--- src/rtl/lil_pkg.sv ---
// Purpose: shared constants and types for the indicator led logic
// Assumes: 32-bit axi4-lite register bus, one word per register
// Notes:   colour codes fit in three bits
package lil_pkg;
    localparam int         NUM_SLOTS       = 5;
    localparam int         SIG_W           = 8;
    // ==========================================================
    // register offsets
    localparam logic [7:0] OFS_SLOT_SEL    = 8'h00;
    localparam logic [7:0] OFS_INVERT      = 8'h04;
    localparam logic [7:0] OFS_LATCH_CFG   = 8'h08;
    localparam logic [7:0] OFS_COLOUR      = 8'h0C;
    localparam logic [7:0] OFS_STATUS      = 8'h10;
    // ==========================================================
    // field positions
    localparam int         POS_LATCH_EN    = 0;
    localparam int         POS_ACK_SEL     = 8;
    localparam int         POS_ACT_COL     = 0;
    localparam int         POS_INACT_COL   = 8;
    // ==========================================================
    // reset values
    localparam logic [4:0] RST_SLOT_EN     = 5'h00;
    localparam logic [4:0] RST_INVERT      = 5'h00;
    localparam logic       RST_LATCH_EN    = 1'b1;
    localparam logic [2:0] RST_ACK_SEL     = 3'h0;
    // ==========================================================
    // timing and bus response codes
    localparam int         CLK_HZ          = 10_000_000;
    localparam int         FLASH_HALF_MS   = 500;
    localparam int         FLASH_HALF_CYC  = CLK_HZ / 1000 * FLASH_HALF_MS;
    localparam int         FLASH_CNT_W     = 23;
    localparam logic [1:0] RESP_OKAY       = 2'h0;
    localparam logic [1:0] RESP_SLVERR     = 2'h2;

    typedef enum logic [2:0] {
        COL_GREEN       = 3'h0,
        COL_RED         = 3'h1,
        COL_RED_FLASH   = 3'h2,
        COL_GREEN_FLASH = 3'h3,
        COL_OFF         = 3'h4
    } lil_colour_t;

    localparam lil_colour_t RST_ACT_COL    = COL_RED;
    localparam lil_colour_t RST_INACT_COL  = COL_OFF;

    typedef struct packed {
        logic green;
        logic red;
    } lil_led_t;
endpackage : lil_pkg

--- src/rtl/lil_indicator.sv ---
// Purpose: one bicolour indicator led driven from up to five inputs
// Assumes: signal sources run on aclk
// Notes:   registers over axi4-lite
//
// Added by the designer: the AXI4-Lite register port and the register offsets.
`timescale 1ns/1ps
module lil_indicator (
    input  wire logic                        aclk,
    input  wire logic                        aresetn,
    input  wire logic [lil_pkg::SIG_W-1:0]   sig_in,
    input  wire logic                        flash_phase,
    output lil_pkg::lil_led_t                led,
    input  wire logic [7:0]                  s_axi_awaddr,
    input  wire logic                        s_axi_awvalid,
    output logic                             s_axi_awready,
    input  wire logic [31:0]                 s_axi_wdata,
    input  wire logic [3:0]                  s_axi_wstrb,
    input  wire logic                        s_axi_wvalid,
    output logic                             s_axi_wready,
    output logic [1:0]                       s_axi_bresp,
    output logic                             s_axi_bvalid,
    input  wire logic                        s_axi_bready,
    input  wire logic [7:0]                  s_axi_araddr,
    input  wire logic                        s_axi_arvalid,
    output logic                             s_axi_arready,
    output logic [31:0]                      s_axi_rdata,
    output logic [1:0]                       s_axi_rresp,
    output logic                             s_axi_rvalid,
    input  wire logic                        s_axi_rready
);
    // ==========================================================
    // configuration registers
    logic [2:0]          slot_sel_ff [lil_pkg::NUM_SLOTS];
    logic [4:0]          slot_en_ff;
    logic [4:0]          invert_ff;
    logic                latch_en_ff;
    logic [2:0]          ack_sel_ff;
    lil_pkg::lil_colour_t act_col_ff;
    lil_pkg::lil_colour_t inact_col_ff;
    logic                latched_ff;
    logic [4:0]          slot_val;
    logic                cond;
    logic                ack;
    logic                shown_act;
    lil_pkg::lil_colour_t col;

    // ==========================================================
    // axi4-lite write path
    logic                aw_got_ff;
    logic                w_got_ff;
    logic [7:0]          awaddr_ff;
    logic [31:0]         wdata_ff;
    logic [3:0]          wstrb_ff;
    logic                do_write;

    assign s_axi_awready = !aw_got_ff && !s_axi_bvalid;
    assign s_axi_wready  = !w_got_ff && !s_axi_bvalid;
    assign do_write      = aw_got_ff && w_got_ff && !s_axi_bvalid;

    always_ff @(posedge aclk) begin
        if (!aresetn) begin
            aw_got_ff    <= 1'b0;
            w_got_ff     <= 1'b0;
            awaddr_ff    <= 8'h00;
            wdata_ff     <= 32'h0000_0000;
            wstrb_ff     <= 4'h0;
            s_axi_bvalid <= 1'b0;
            s_axi_bresp  <= lil_pkg::RESP_OKAY;
        end else begin
            if (s_axi_awvalid && s_axi_awready) begin
                aw_got_ff <= 1'b1;
                awaddr_ff <= s_axi_awaddr;
            end
            if (s_axi_wvalid && s_axi_wready) begin
                w_got_ff <= 1'b1;
                wdata_ff <= s_axi_wdata;
                wstrb_ff <= s_axi_wstrb;
            end
            if (do_write) begin
                aw_got_ff    <= 1'b0;
                w_got_ff     <= 1'b0;
                s_axi_bvalid <= 1'b1;
                case (awaddr_ff)
                    lil_pkg::OFS_SLOT_SEL,
                    lil_pkg::OFS_INVERT,
                    lil_pkg::OFS_LATCH_CFG,
                    lil_pkg::OFS_COLOUR:  s_axi_bresp <= lil_pkg::RESP_OKAY;
                    default:              s_axi_bresp <= lil_pkg::RESP_SLVERR;
                endcase
            end else if (s_axi_bvalid && s_axi_bready) begin
                s_axi_bvalid <= 1'b0;
            end
        end
    end

    // slot select word: bits [3*i+2:3*i] signal index, bits [20:16] slot enables
    always_ff @(posedge aclk) begin
        if (!aresetn) begin
            slot_en_ff   <= lil_pkg::RST_SLOT_EN;
            invert_ff    <= lil_pkg::RST_INVERT;
            latch_en_ff  <= lil_pkg::RST_LATCH_EN;
            ack_sel_ff   <= lil_pkg::RST_ACK_SEL;
            act_col_ff   <= lil_pkg::RST_ACT_COL;
            inact_col_ff <= lil_pkg::RST_INACT_COL;
        end else if (do_write) begin
            case (awaddr_ff)
                lil_pkg::OFS_SLOT_SEL: begin
                    if (wstrb_ff[2]) slot_en_ff <= wdata_ff[20:16];
                end
                lil_pkg::OFS_INVERT: begin
                    if (wstrb_ff[0]) invert_ff <= wdata_ff[4:0];
                end
                lil_pkg::OFS_LATCH_CFG: begin
                    if (wstrb_ff[0]) latch_en_ff <= wdata_ff[lil_pkg::POS_LATCH_EN];
                    if (wstrb_ff[1]) ack_sel_ff <= wdata_ff[lil_pkg::POS_ACK_SEL +: 3];
                end
                lil_pkg::OFS_COLOUR: begin
                    // codes above off are ignored
                    if (wstrb_ff[0] && wdata_ff[2:0] <= 3'h4)
                        act_col_ff <= lil_pkg::lil_colour_t'(wdata_ff[2:0]);
                    if (wstrb_ff[1] && wdata_ff[10:8] <= 3'h4)
                        inact_col_ff <= lil_pkg::lil_colour_t'(wdata_ff[10:8]);
                end
                default: ;
            endcase
        end
    end

    // ==========================================================
    // per-slot selection and inversion
    for (genvar i = 0; i < lil_pkg::NUM_SLOTS; i++) begin : g_slot
        always_ff @(posedge aclk) begin
            if (!aresetn) begin
                slot_sel_ff[i] <= 3'h0;
            end else if (do_write && awaddr_ff == lil_pkg::OFS_SLOT_SEL && wstrb_ff[0]) begin
                slot_sel_ff[i] <= wdata_ff[3*i +: 3];
            end
        end
        assign slot_val[i] = slot_en_ff[i] && (sig_in[slot_sel_ff[i]] ^ invert_ff[i]);
    end

    assign cond = |slot_val;
    assign ack  = latch_en_ff && sig_in[ack_sel_ff];

    // ==========================================================
    // latch
    always_ff @(posedge aclk) begin
        if (!aresetn) begin
            latched_ff <= 1'b0;
        end else if (!latch_en_ff) begin
            latched_ff <= 1'b0;
        end else if (cond) begin
            latched_ff <= 1'b1;
        end else if (ack) begin
            latched_ff <= 1'b0;
        end
    end

    assign shown_act = cond || latched_ff;
    assign col       = shown_act ? act_col_ff : inact_col_ff;

    // ==========================================================
    // led drive
    always_ff @(posedge aclk) begin
        if (!aresetn) begin
            led <= '0;
        end else begin
            case (col)
                lil_pkg::COL_GREEN:       led <= '{green: 1'b1, red: 1'b0};
                lil_pkg::COL_RED:         led <= '{green: 1'b0, red: 1'b1};
                lil_pkg::COL_RED_FLASH:   led <= '{green: 1'b0, red: flash_phase};
                lil_pkg::COL_GREEN_FLASH: led <= '{green: flash_phase, red: 1'b0};
                default:                  led <= '0;
            endcase
        end
    end

    // ==========================================================
    // axi4-lite read path
    assign s_axi_arready = !s_axi_rvalid;

    always_ff @(posedge aclk) begin
        if (!aresetn) begin
            s_axi_rvalid <= 1'b0;
            s_axi_rdata  <= 32'h0000_0000;
            s_axi_rresp  <= lil_pkg::RESP_OKAY;
        end else if (s_axi_arvalid && s_axi_arready) begin
            s_axi_rvalid <= 1'b1;
            s_axi_rresp  <= lil_pkg::RESP_OKAY;
            case (s_axi_araddr)
                lil_pkg::OFS_SLOT_SEL:  s_axi_rdata <= {11'h000, slot_en_ff, 1'b0,
                    slot_sel_ff[4], slot_sel_ff[3], slot_sel_ff[2],
                    slot_sel_ff[1], slot_sel_ff[0]};
                lil_pkg::OFS_INVERT:    s_axi_rdata <= {27'h0, invert_ff};
                lil_pkg::OFS_LATCH_CFG: s_axi_rdata <= {21'h0, ack_sel_ff, 7'h00, latch_en_ff};
                lil_pkg::OFS_COLOUR:    s_axi_rdata <= {21'h0, inact_col_ff, 5'h00, act_col_ff};
                lil_pkg::OFS_STATUS:    s_axi_rdata <= {24'h0, led, 1'b0, shown_act,
                    latched_ff, cond, 1'b0, slot_val[4]};
                default: begin
                    s_axi_rdata <= 32'h0000_0000;
                    s_axi_rresp <= lil_pkg::RESP_SLVERR;
                end
            endcase
        end else if (s_axi_rvalid && s_axi_rready) begin
            s_axi_rvalid <= 1'b0;
        end
    end

    // ==========================================================
    // checks
    AST_ACTIVE: assert property (@(posedge aclk) disable iff (!aresetn)
        cond && act_col_ff == lil_pkg::COL_RED && $stable(act_col_ff)
        |=> led.red && !led.green) else $error("active colour not shown");
    AST_INACTIVE: assert property (@(posedge aclk) disable iff (!aresetn)
        !cond && !latched_ff && inact_col_ff == lil_pkg::COL_GREEN && $stable(inact_col_ff)
        |=> led.green && !led.red) else $error("inactive colour not shown");
    AST_INVERT: assert property (@(posedge aclk) disable iff (!aresetn)
        slot_en_ff[0] && invert_ff[0] && !sig_in[slot_sel_ff[0]] |-> cond)
        else $error("inverted slot ignored");
    AST_HOLD: assert property (@(posedge aclk) disable iff (!aresetn)
        latch_en_ff && cond ##1 latch_en_ff && !ack |=> latched_ff)
        else $error("latch did not hold");
    AST_NOLATCH: assert property (@(posedge aclk) disable iff (!aresetn)
        !latch_en_ff |=> !latched_ff) else $error("latched while disabled");
    AST_ACK_BLOCK: assert property (@(posedge aclk) disable iff (!aresetn)
        latched_ff && cond && latch_en_ff |=> latched_ff)
        else $error("ack cleared with cause present");
    AST_ACK_CLEAR: assert property (@(posedge aclk) disable iff (!aresetn)
        latch_en_ff && !cond && ack |=> !latched_ff) else $error("ack did not clear");
    AST_ACK_OFF: assert property (@(posedge aclk) disable iff (!aresetn)
        !latch_en_ff && $past(!latch_en_ff) |-> shown_act == cond)
        else $error("ack acted without latching");
    AST_OFF: assert property (@(posedge aclk) disable iff (!aresetn)
        col == lil_pkg::COL_OFF |=> led == '0) else $error("led not off");
    AST_FLASH: assert property (@(posedge aclk) disable iff (!aresetn)
        col == lil_pkg::COL_RED_FLASH |=> led.red == $past(flash_phase))
        else $error("flash out of phase");
endmodule : lil_indicator

--- config.mk ---
export PLATFORM = sky130hd
export DESIGN_NAME = lil_indicator
export DESIGN_NICKNAME = d
export VERILOG_FILES = /design/src/rtl/lil_pkg.sv /design/src/rtl/lil_indicator.sv
export SDC_FILE = /design/constraint.sdc
export NUM_CORES = 1
export LEC_CHECK = 0
export BUFFER_PORTS_ARGS = -buffer_cell sky130_fd_sc_hd__buf_4
export CAP_MARGIN = 25
export CORE_MARGIN = 1.5
export CORE_UTILIZATION = 41
export CTS_CLUSTER_DIAMETER = 80
export CTS_CLUSTER_SIZE = 14
export DETAILED_ROUTE_END_ITERATION = 10
export PLACE_DENSITY_LB_ADDON = 0.05
export SLEW_MARGIN = 20
export SYNTH_ARGS = -nofsm -noshare
export SYNTH_HDL_FRONTEND = slang
export SYNTH_SLANG_ARGS = --single-unit
--- constraint.sdc ---
create_clock -name aclk -period 2.9 [get_ports aclk]
set_input_delay 0.29 -clock aclk [delete_from_list [all_inputs] [get_ports aclk]]
set_output_delay 0.29 -clock aclk [all_outputs]
set_load 0.03 [all_outputs]
; ---- Word-level counts from Yosys, hierarchy flattened
; Memory sizes are Yosys's and may differ from the RTL's.
; Index checks and enable logic that the tools add are counted.
[totals]
output_inout_bits = 43
register_bits = 95
ramBits = 15
word_cells = 122
n_memories = 1
[memory_table]
columns = name, depth, word_bits, rd, rd_ports_with_merged_regs, wr, line
row1 = slot_sel_ff, 5, 3, 5, 0, 5, lil_indicator.sv:33  ; logic [2:0] slot_sel_ff [lil_pkg::NUM_SLOTS];
[classes]
n_bitwise = 11
magnitude_cmp = 8
n_mux = 32
n_reduce_logical = 41
n_eq_ne = 10
[ops]
columns = cell, n
row1 = $pmux 21 s5, 1
row2 = $eq 8x4->1 const B, 4
row3 = $lt 3x4->1 const B, 6
row4 = $logic_and 1x1->1, 19
row5 = $bmux 1 s3, 6
row6 = $mux 3, 6
row7 = $reduce_and 3->1, 6
row8 = $eq 8x3->1 const B, 2
row9 = $logic_not 8->1, 2
row10 = $mux 1, 16
row11 = $reduce_or 5->1, 2
row12 = $eq 8x5->1 const B, 1
row13 = $pmux 2 s4, 1
row14 = $eq 3x2->1 const B, 2
row15 = $le 3x3->1 const B, 2
row16 = $reduce_bool 2->1, 3
row17 = $or 1x1->1, 5
row18 = $xor 1x1->1, 5
row19 = $logic_not 1->1, 4
row20 = $mux 2, 2
row21 = $reduce_or 4->1, 1
row22 = $eq 3x1->1 const B, 1
row23 = $logic_not 3->1, 1
row24 = $reduce_and 2->1, 1
row25 = 3 further kinds, 3

; ---- Depth between registers and ports, before layout
; Gate-level depths: netlist (run 1).
; An unclocked memory read counts as a cell.
[logic_depth]
ltp_word = 10
ltp_mapped = 8
depth_no_buf = 6

; ---- Worst setup path after synthesis (run 1)
; No wires, ideal clock.
[synth_timing]
path_kind = register to register
start = register awaddr_ff[5]
end = memory slot_sel_ff[0][0] (enable)
arrival_time_ns = 1.737
path_slack_ns = 0.797
required_time_ns = 2.534
path_stages_with_launch = 6
setup_ns = 0.366
cell_sequence = dfxtp_1 -> or4_4 -> nor4_4 -> and2b_1 -> nand3b_1 -> nand2_1
[synth_rtl]
columns = element, line
row1 = "start, declared", lil_indicator.sv:51  ; logic [7:0] awaddr_ff;
row2 = "start signal, assigned", lil_indicator.sv:72  ; awaddr_ff <= s_axi_awaddr;
row3 = "end, declared", lil_indicator.sv:33

==> out/qor.csv, run 1 <==
stage;metric;value;unit
final_layout;fillCellCount;986;
die;rows;37;
power_and_ir_drop;p_leak;2.09;nW
logic_synthesis;synth.top_cell.area_share;36.7;%
worst_hold_path;min-delay-start;s_axi_rready;
logic_synthesis;synth_area_leader_cell;dfxtp_1;
timing;slew_violations;0;
worst_setup_path;cp_data_arrival_time;2.35;ns
clock_tree;clk_pin_slew;0.10;ns
flow_run;max-cap-violations;0;
drt;viasPerCell;5.08;
logic_synthesis;ys.warnings.count;0;
logic_synthesis;async_flop_share;0;%
logic_synthesis;synth-seq-cells;95;
worst_setup_path;start_kind;flip-flop;
logic_synthesis;syn_avg_cell_area;9.56;µm²
grt;grt.overflow.total;0;
clock_tree;postCtsResizedCells;0;
logic_synthesis;synth_area_leaders;dfxtp_1 (37%), edfxtp_1 (10%), mux2i_1 (9.9%), nand2_1 (5.3%), nor2_1 (4.7%);
worst_setup_path;cp_data_required_time;2.91;ns
worst_setup_path;crit_type;reg -> reg;
final_layout;antennaDiodeCount;0;
worst_setup_path;startpoint;awaddr_ff[5];
clock_tree;htreeDepth;3;
die;die_area;11300;µm²
placed_design;gp_congestion;0.827;
logic_synthesis;synth.distinct_cells;44;
final_layout;drive_above_1_share;23.7;%
worst_setup_path;slowest_delay;0.55;ns
die;die_w;106;µm
final_layout;syn2layout_area_growth;19.2;%
die;start_util;42.3;%
clock_tree;cts_tree;done;
worst_setup_path;crit_fanout;15;
drt;detail-route-antenna-nets;0;
timing;slew_headroom;44.3;%
timing;post-route-min-period;2.35;ns
clock_tree;numClockSinks;95;
timing;period_share;80.9;%
clock_tree;clockBufferDepth;2;
clock_tree;cts-root-buf;clkbuf_8;
status;status;finished clean;
grt;grt_pass1_vias;3215;
logic_synthesis;yosys-top-cells-count;dfxtp_1 (80), nand2_1 (62), nor2_1 (55), mux2i_1 (43), a21oi_1 (35);
drt;route.detailed.drc;0;
placed_design;io_buffer_count;83;
worst_setup_path;critical_path.slowest_cell;or4_4;
power_and_ir_drop;irDropWorstVdd;248;µV
logic_synthesis;syn_area;4370;µm²
logic_synthesis;synth_ff_type;dfxtp_1;
drt;firstDrtPassIters;4;
clock_tree;cts_made_buffers;9;
timing;final.setup.tns;0;ns
timing;setup_viol;0;
timing;hold_viol;0;
timing;skew;0.0107;ns
drt;drt-initial-drc-count;112;
timing;rsz0062_at_grt;no;
grt;grt_pass1_wl;16500;µm
logic_synthesis;synth.most_common_cell;dfxtp_1;
worst_setup_path;path_cells;or4_4 > nor4_4 > and2b_1 > nand3b_1 > nand2_1;
final_layout;layout.nets;594;
grt;grt_use_total;18.7;%
worst_setup_path;worst_setup_path_end_kind;flip-flop;
die;ios;111;
placed_design;placed_cells;651;
final_layout;instances_no_fill;667;
die;core;10300;µm²
logic_synthesis;postSynthCellCount;457;
placed_design;dp_hpwl;7380;µm
logic_synthesis;synth_seq_area_share;47.0;%
clock_tree;post_cts_hold_buffer_count;0;
logic_synthesis;synth-edff-count;15;
power_and_ir_drop;powerDensity;494;nW/µm²
timing;max_freq;0.426;GHz
drt;wl;9970;µm
timing;tightestPinTransition;0.834;ns
clock_tree;clkLatencyLatePin;0.37;ns
grt;grt_max_degree;75;
clock_tree;postCtsSetupBuffers;0;
worst_setup_path;rr_startpoint;awaddr_ff[5];
grt;grt_antenna_before_repair;0;
drt;vias;3391;
die;chipHeight;106;µm
drt;detail_route.wl_per_cell;15.0;µm
worst_hold_path;min_path_type;in -> reg;
## worst paths after layout
kind,end,slack [ns],cells after the start
setup / recovery,slot_sel_ff[4][0],0.55,5
hold / removal,s_axi_rvalid,0.1,2
hold reg to reg,wdata_ff[11],0.45,2
setup reg to reg,slot_sel_ff[4][0],0.55,5
## stage by stage
step	hold WS, ns	utilization [%]	instance area (µm²)	worst slack [ns]	total power (W)
3_5_place_dp	0.446	48.7	5030	0.519	0.00179
6_report	0.0954	50.4	5210	0.553	0.00257
3_3_place_gp	0.444	48.7	5030	0.516	0.00178
5_1_grt	0.0944	50.4	5210	0.321	0.00270
4_1_cts	0.0814	50.4	5210	0.509	0.00260
2_1_floorplan	0.390	-	4420	0.797	0.00167
## registers in the layout (all words and copies together), names as in the netlist
register	cells
s_axi_rdata	20
wdata_ff	20
slot_sel_ff	15
awaddr_ff	8
invert_ff	5
slot_en_ff	5
ack_sel_ff	3
act_col_ff	3
inact_col_ff	3
wstrb_ff	3
led	2
aw_got_ff	1
latch_en_ff	1
latched_ff	1
s_axi_bresp	1
s_axi_bvalid	1
s_axi_rresp	1
s_axi_rvalid	1
w_got_ff	1
## cell usage in the layout (no fill, tap or decap), types with 2 or more instances in the layout
master,n
mux2i_1,43
and2_1,18
xor2_1,2
clkinv_4,2
nand2b_1,4
nor3_1,9
nor2_1,55
nand3_1,5
inv_1,6
nand3b_1,5
dfxtp_1,80
mux4_1,2
mux2_2,7
xnor2_1,3
inv_6,2
nand2_1,62
nor4_4,2
a22oi_1,13
clkinv_2,2
conb_1,14
o21ai_0,11
a21oi_1,35
mux4_2,9
or3_1,2
buf_4,87
edfxtp_1,15
a31oi_1,4
a211oi_1,5
clkbuf_8,9
nor2b_1,2
## where the power goes
part	leakage [nW]	total, W	internal, W	switching (W)
Sequential	0.806	0.00143	0.00138	0.0000428
Combinational	1.19	0.000325	0.000141	0.000184
Clock	0.0959	0.000821	0.000324	0.000497
## routing by layer
| metal | vias up | wire length [µm] | global-route usage (%) | part of all wire, % |
|---|---|---|---|---|
| met3 | 13 | 418 | 2.94 | 4.2 |
| met4 | 0 | 171 | 8.20 | 1.7 |
| met2 | 93 | 4420 | 27.8 | 44 |
| li1 | 1705 | - | - | - |
| met5 | - | 0 | 0 | 0 |
| met1 | 1580 | 4970 | 26.7 | 50 |
## cell families (layout without fill, tap and decap cells)
group	Yosys count	after routing	share of synthesized area (%)
AND/OR/NAND/NOR	173	173	19.0
multiplexers	61	61	17.5
AO/OA/AOI/OAI	73	73	10.0
XOR/XNOR	5	5	1.00
other	1	14	0.0859
flip-flops	95	95	47.0
buffers and inverters	49	110	5.47
## cell type report
class	instances	area [µm²]	share of cell area (%)
multi-input cells	326	2130	40.8
flip-flops and latches	95	2050	39.4
repair buffers	87	653	12.5
well taps	136	170	3.27
clock buffers	9	124	2.38
clock inverters	7	56.3	1.08
inverters	7	26.3	0.505
## critical path: cells and delay by family (launching register included)
| kind | cells | cell delay [ns] |
|---|---|---|
| and+or+nand+nor | 5 | 1.66 |
| DFF | 1 | 0.32 |
(Power assumes the default switching activity.)
==> run 2: changes to the inputs <==
Clock period 2.9 ns to 2.4 ns, I/O delays scaled along.
==> out/qor.csv, run 2 (synthesized netlist as in run 1, its figures left out) <==
stage;metric;value;unit;change
power_and_ir_drop;irDropWorstVdd;265;µV;+6.8%
final_layout;layout_commonest_cell;buf_4;;
worst_setup_path;start_kind;flip-flop;;
power_and_ir_drop;p_switching;0.000895;W;+24%
power_and_ir_drop;intPower;0.00225;W;+22%
drt;vias;3400;;+0.27%
flow_run;max-cap-violations;0;;unchanged
final_layout;final_cell_mix;buf_4 (92), dfxtp_1 (80), nand2_1 (62);;
worst_setup_path;cp_data_arrival_time;2.48;ns;+0.13 ns
grt;grt_antenna_before_repair;0;;unchanged
final_layout;layout.nets;600;;+1.0%
timing;skew;0.0104;ns;-0.000316 ns
worst_setup_path;crit_fanout;5;;-10
status;status;finished clean;;
timing;period_share;92.8;%;+12 points
worst_setup_path;rr_startpoint;slot_sel_ff[4][0];;
clock_tree;clockBufferDepth;2;;unchanged
clock_tree;cts-root-buf;clkbuf_8;;
clock_tree;numClockSinks;95;;unchanged
die;start_util;42.3;%;unchanged
grt;grt_use_total;18.9;%;+0.19 points
drt;firstDrtPassIters;4;;unchanged
clock_tree;clkLatencyLatePin;0.36;ns;about the same
power_and_ir_drop;seqPwrFrac;54.8;%;-0.6 points
drt;viasPerCell;5.05;;-0.63%
final_layout;antennaDiodeCount;0;;unchanged
timing;rsz0062_at_grt;no;;
timing;max_freq;0.449;GHz;+5.3%
worst_setup_path;crit_type;reg -> reg;;
final_layout;syn2layout_area_growth;20.7;%;
clock_tree;htreeDepth;3;;unchanged
placed_design;io_buffer_count;83;;unchanged
drt;detail-route-antenna-nets;0;;unchanged
timing;tightestPinTransition;0.778;ns;-0.0558 ns
power_and_ir_drop;pwr-share-clk;32.5;%;+0.6 points
final_layout;utilization;51.1;%;+0.64 points
final_layout;reg_top3;s_axi_rdata: 20 flops, wdata_ff: 20 flops, slot_sel_ff: 15 flops;;
power_and_ir_drop;p_comb_share;12.7;%;about the same
power_and_ir_drop;swShare;28.5;%;+0.32 points
clock_tree;clk_pin_slew;0.10;ns;about the same
worst_setup_path;worst_setup_path_end_kind;flip-flop;;
drt;drt-initial-drc-count;133;;+19%
placed_design;dp_slack;0.206;ns;-0.313 ns
final_layout;drive_above_1_share;24.6;%;+0.85 points
die;chipHeight;106;µm;unchanged
worst_setup_path;startpoint;slot_sel_ff[4][0];;
clock_tree;cts_tree;done;;
grt;grt_pass1_wl;16600;µm;+0.55%
timing;final.setup.tns;0;ns;unchanged
timing;setup_ws;0.172;ns;-0.382 ns
die;die_w;106;µm;unchanged
drt;detail_route.wl_per_cell;14.8;µm;-1.2%
grt;grt_max_degree;30;;-60%
grt;grt.overflow.total;0;;unchanged
timing;post-route-min-period;2.23;ns;-0.118 ns
timing;whs;0.0484;ns;-0.0470 ns
worst_setup_path;cp_data_required_time;2.65;ns;-0.26 ns
clock_tree;cts_made_buffers;9;;unchanged
die;core;10300;µm²;unchanged
clock_tree;postCtsSetupBuffers;0;;unchanged
clock_tree;post_cts_hold_buffer_count;0;;unchanged
placed_design;placed_cells;657;;+0.92%
grt;grt_pass1_vias;3197;;-0.56%
placed_design;dp_hpwl;7470;µm;+1.3%
die;rows;37;;unchanged
timing;hold_viol;0;;unchanged
clock_tree;postCtsResizedCells;0;;unchanged
die;die_area;11300;µm²;unchanged
drt;route.detailed.drc;0;;unchanged
worst_hold_path;min_path_type;in -> reg;;
timing;slew_violations;0;;unchanged
power_and_ir_drop;powerDensity;596;nW/µm²;+21%
drt;wl;9940;µm;-0.30%
worst_hold_path;min-delay-start;s_axi_rready;;
timing;slew_headroom;48.0;%;+3.7 points
final_layout;instances_no_fill;673;;+0.90%
die;ios;111;;unchanged
timing;setup_viol;0;;unchanged
power_and_ir_drop;p_leak;2.11;nW;+1.2%
placed_design;gp_congestion;0.819;;-0.97%
-- run 2: cell count changes in the layout (fill, tap and decap cells not counted), moves of 2 or more --
cell | before | now
clkinvlp_4 | 0 | 3
buf_4 | 87 | 92
inv_8 | 1 | 3
clkinv_2 | 2 | 0
inv_6 | 2 | 0
-- run 2: cell type report --
| cell class | count | area (µm²) |
|---|---|---|
| fill | 981 | 5050 |
| multi-input combinational | 326 | 2130 |
| sequential | 95 | 2050 |
| timing repair buffer | 93 | 711 |
| tap | 136 | 170 |
| clock buffer | 9 | 124 |
| clock inverter | 7 | 65.1 |
| inverter | 7 | 26.3 |
-- run 2: worst max-delay path: stages, from the launching register on --
cell and delay [ns]:
edfxtp_1 0.53, mux2i_1 0.16, mux4_2 0.48, mux2_2 0.28
o221ai_2 0.13, or3_4 0.41, mux2i_1 0.13
-- run 2: power by group through the flow --
stage	logic (W)	clock network, W	registers [W]
2_1_floorplan	0.000263	0	0.00176
3_3_place_gp	0.000398	0	0.00176
3_5_place_dp	0.000402	0	0.00176
4_1_cts	0.000404	0.00105	0.00172
5_1_grt	0.000443	0.00112	0.00173
6_report	0.000399	0.00102	0.00172
-- run 2: path summary, 6_finish.rpt --
path | to | slack [ns] | depth (start not counted)
worst min register to register | wdata_ff[11] | 0.46 | 2
worst min-delay path | s_axi_rvalid | 0.05 | 2
worst max-delay path | led[0] | 0.17 | 6
worst max register to register | led[0] | 0.17 | 6
-- run 2: metal layers --
layer,wire (µm),GRT usage [%]
met5,0,0
met4,99,5.21
met3,606,3.80
met2,4480,28.6
met1,4760,27.3
-- run 2: stage by stage --
step                      total power (W)  instance area [µm²]
after floorplan                   0.00202                 4420
after global placement            0.00216                 5080
after detailed placement          0.00216                 5080
after CTS                         0.00318                 5270
after global routing              0.00330                 5270
final                             0.00314                 5270
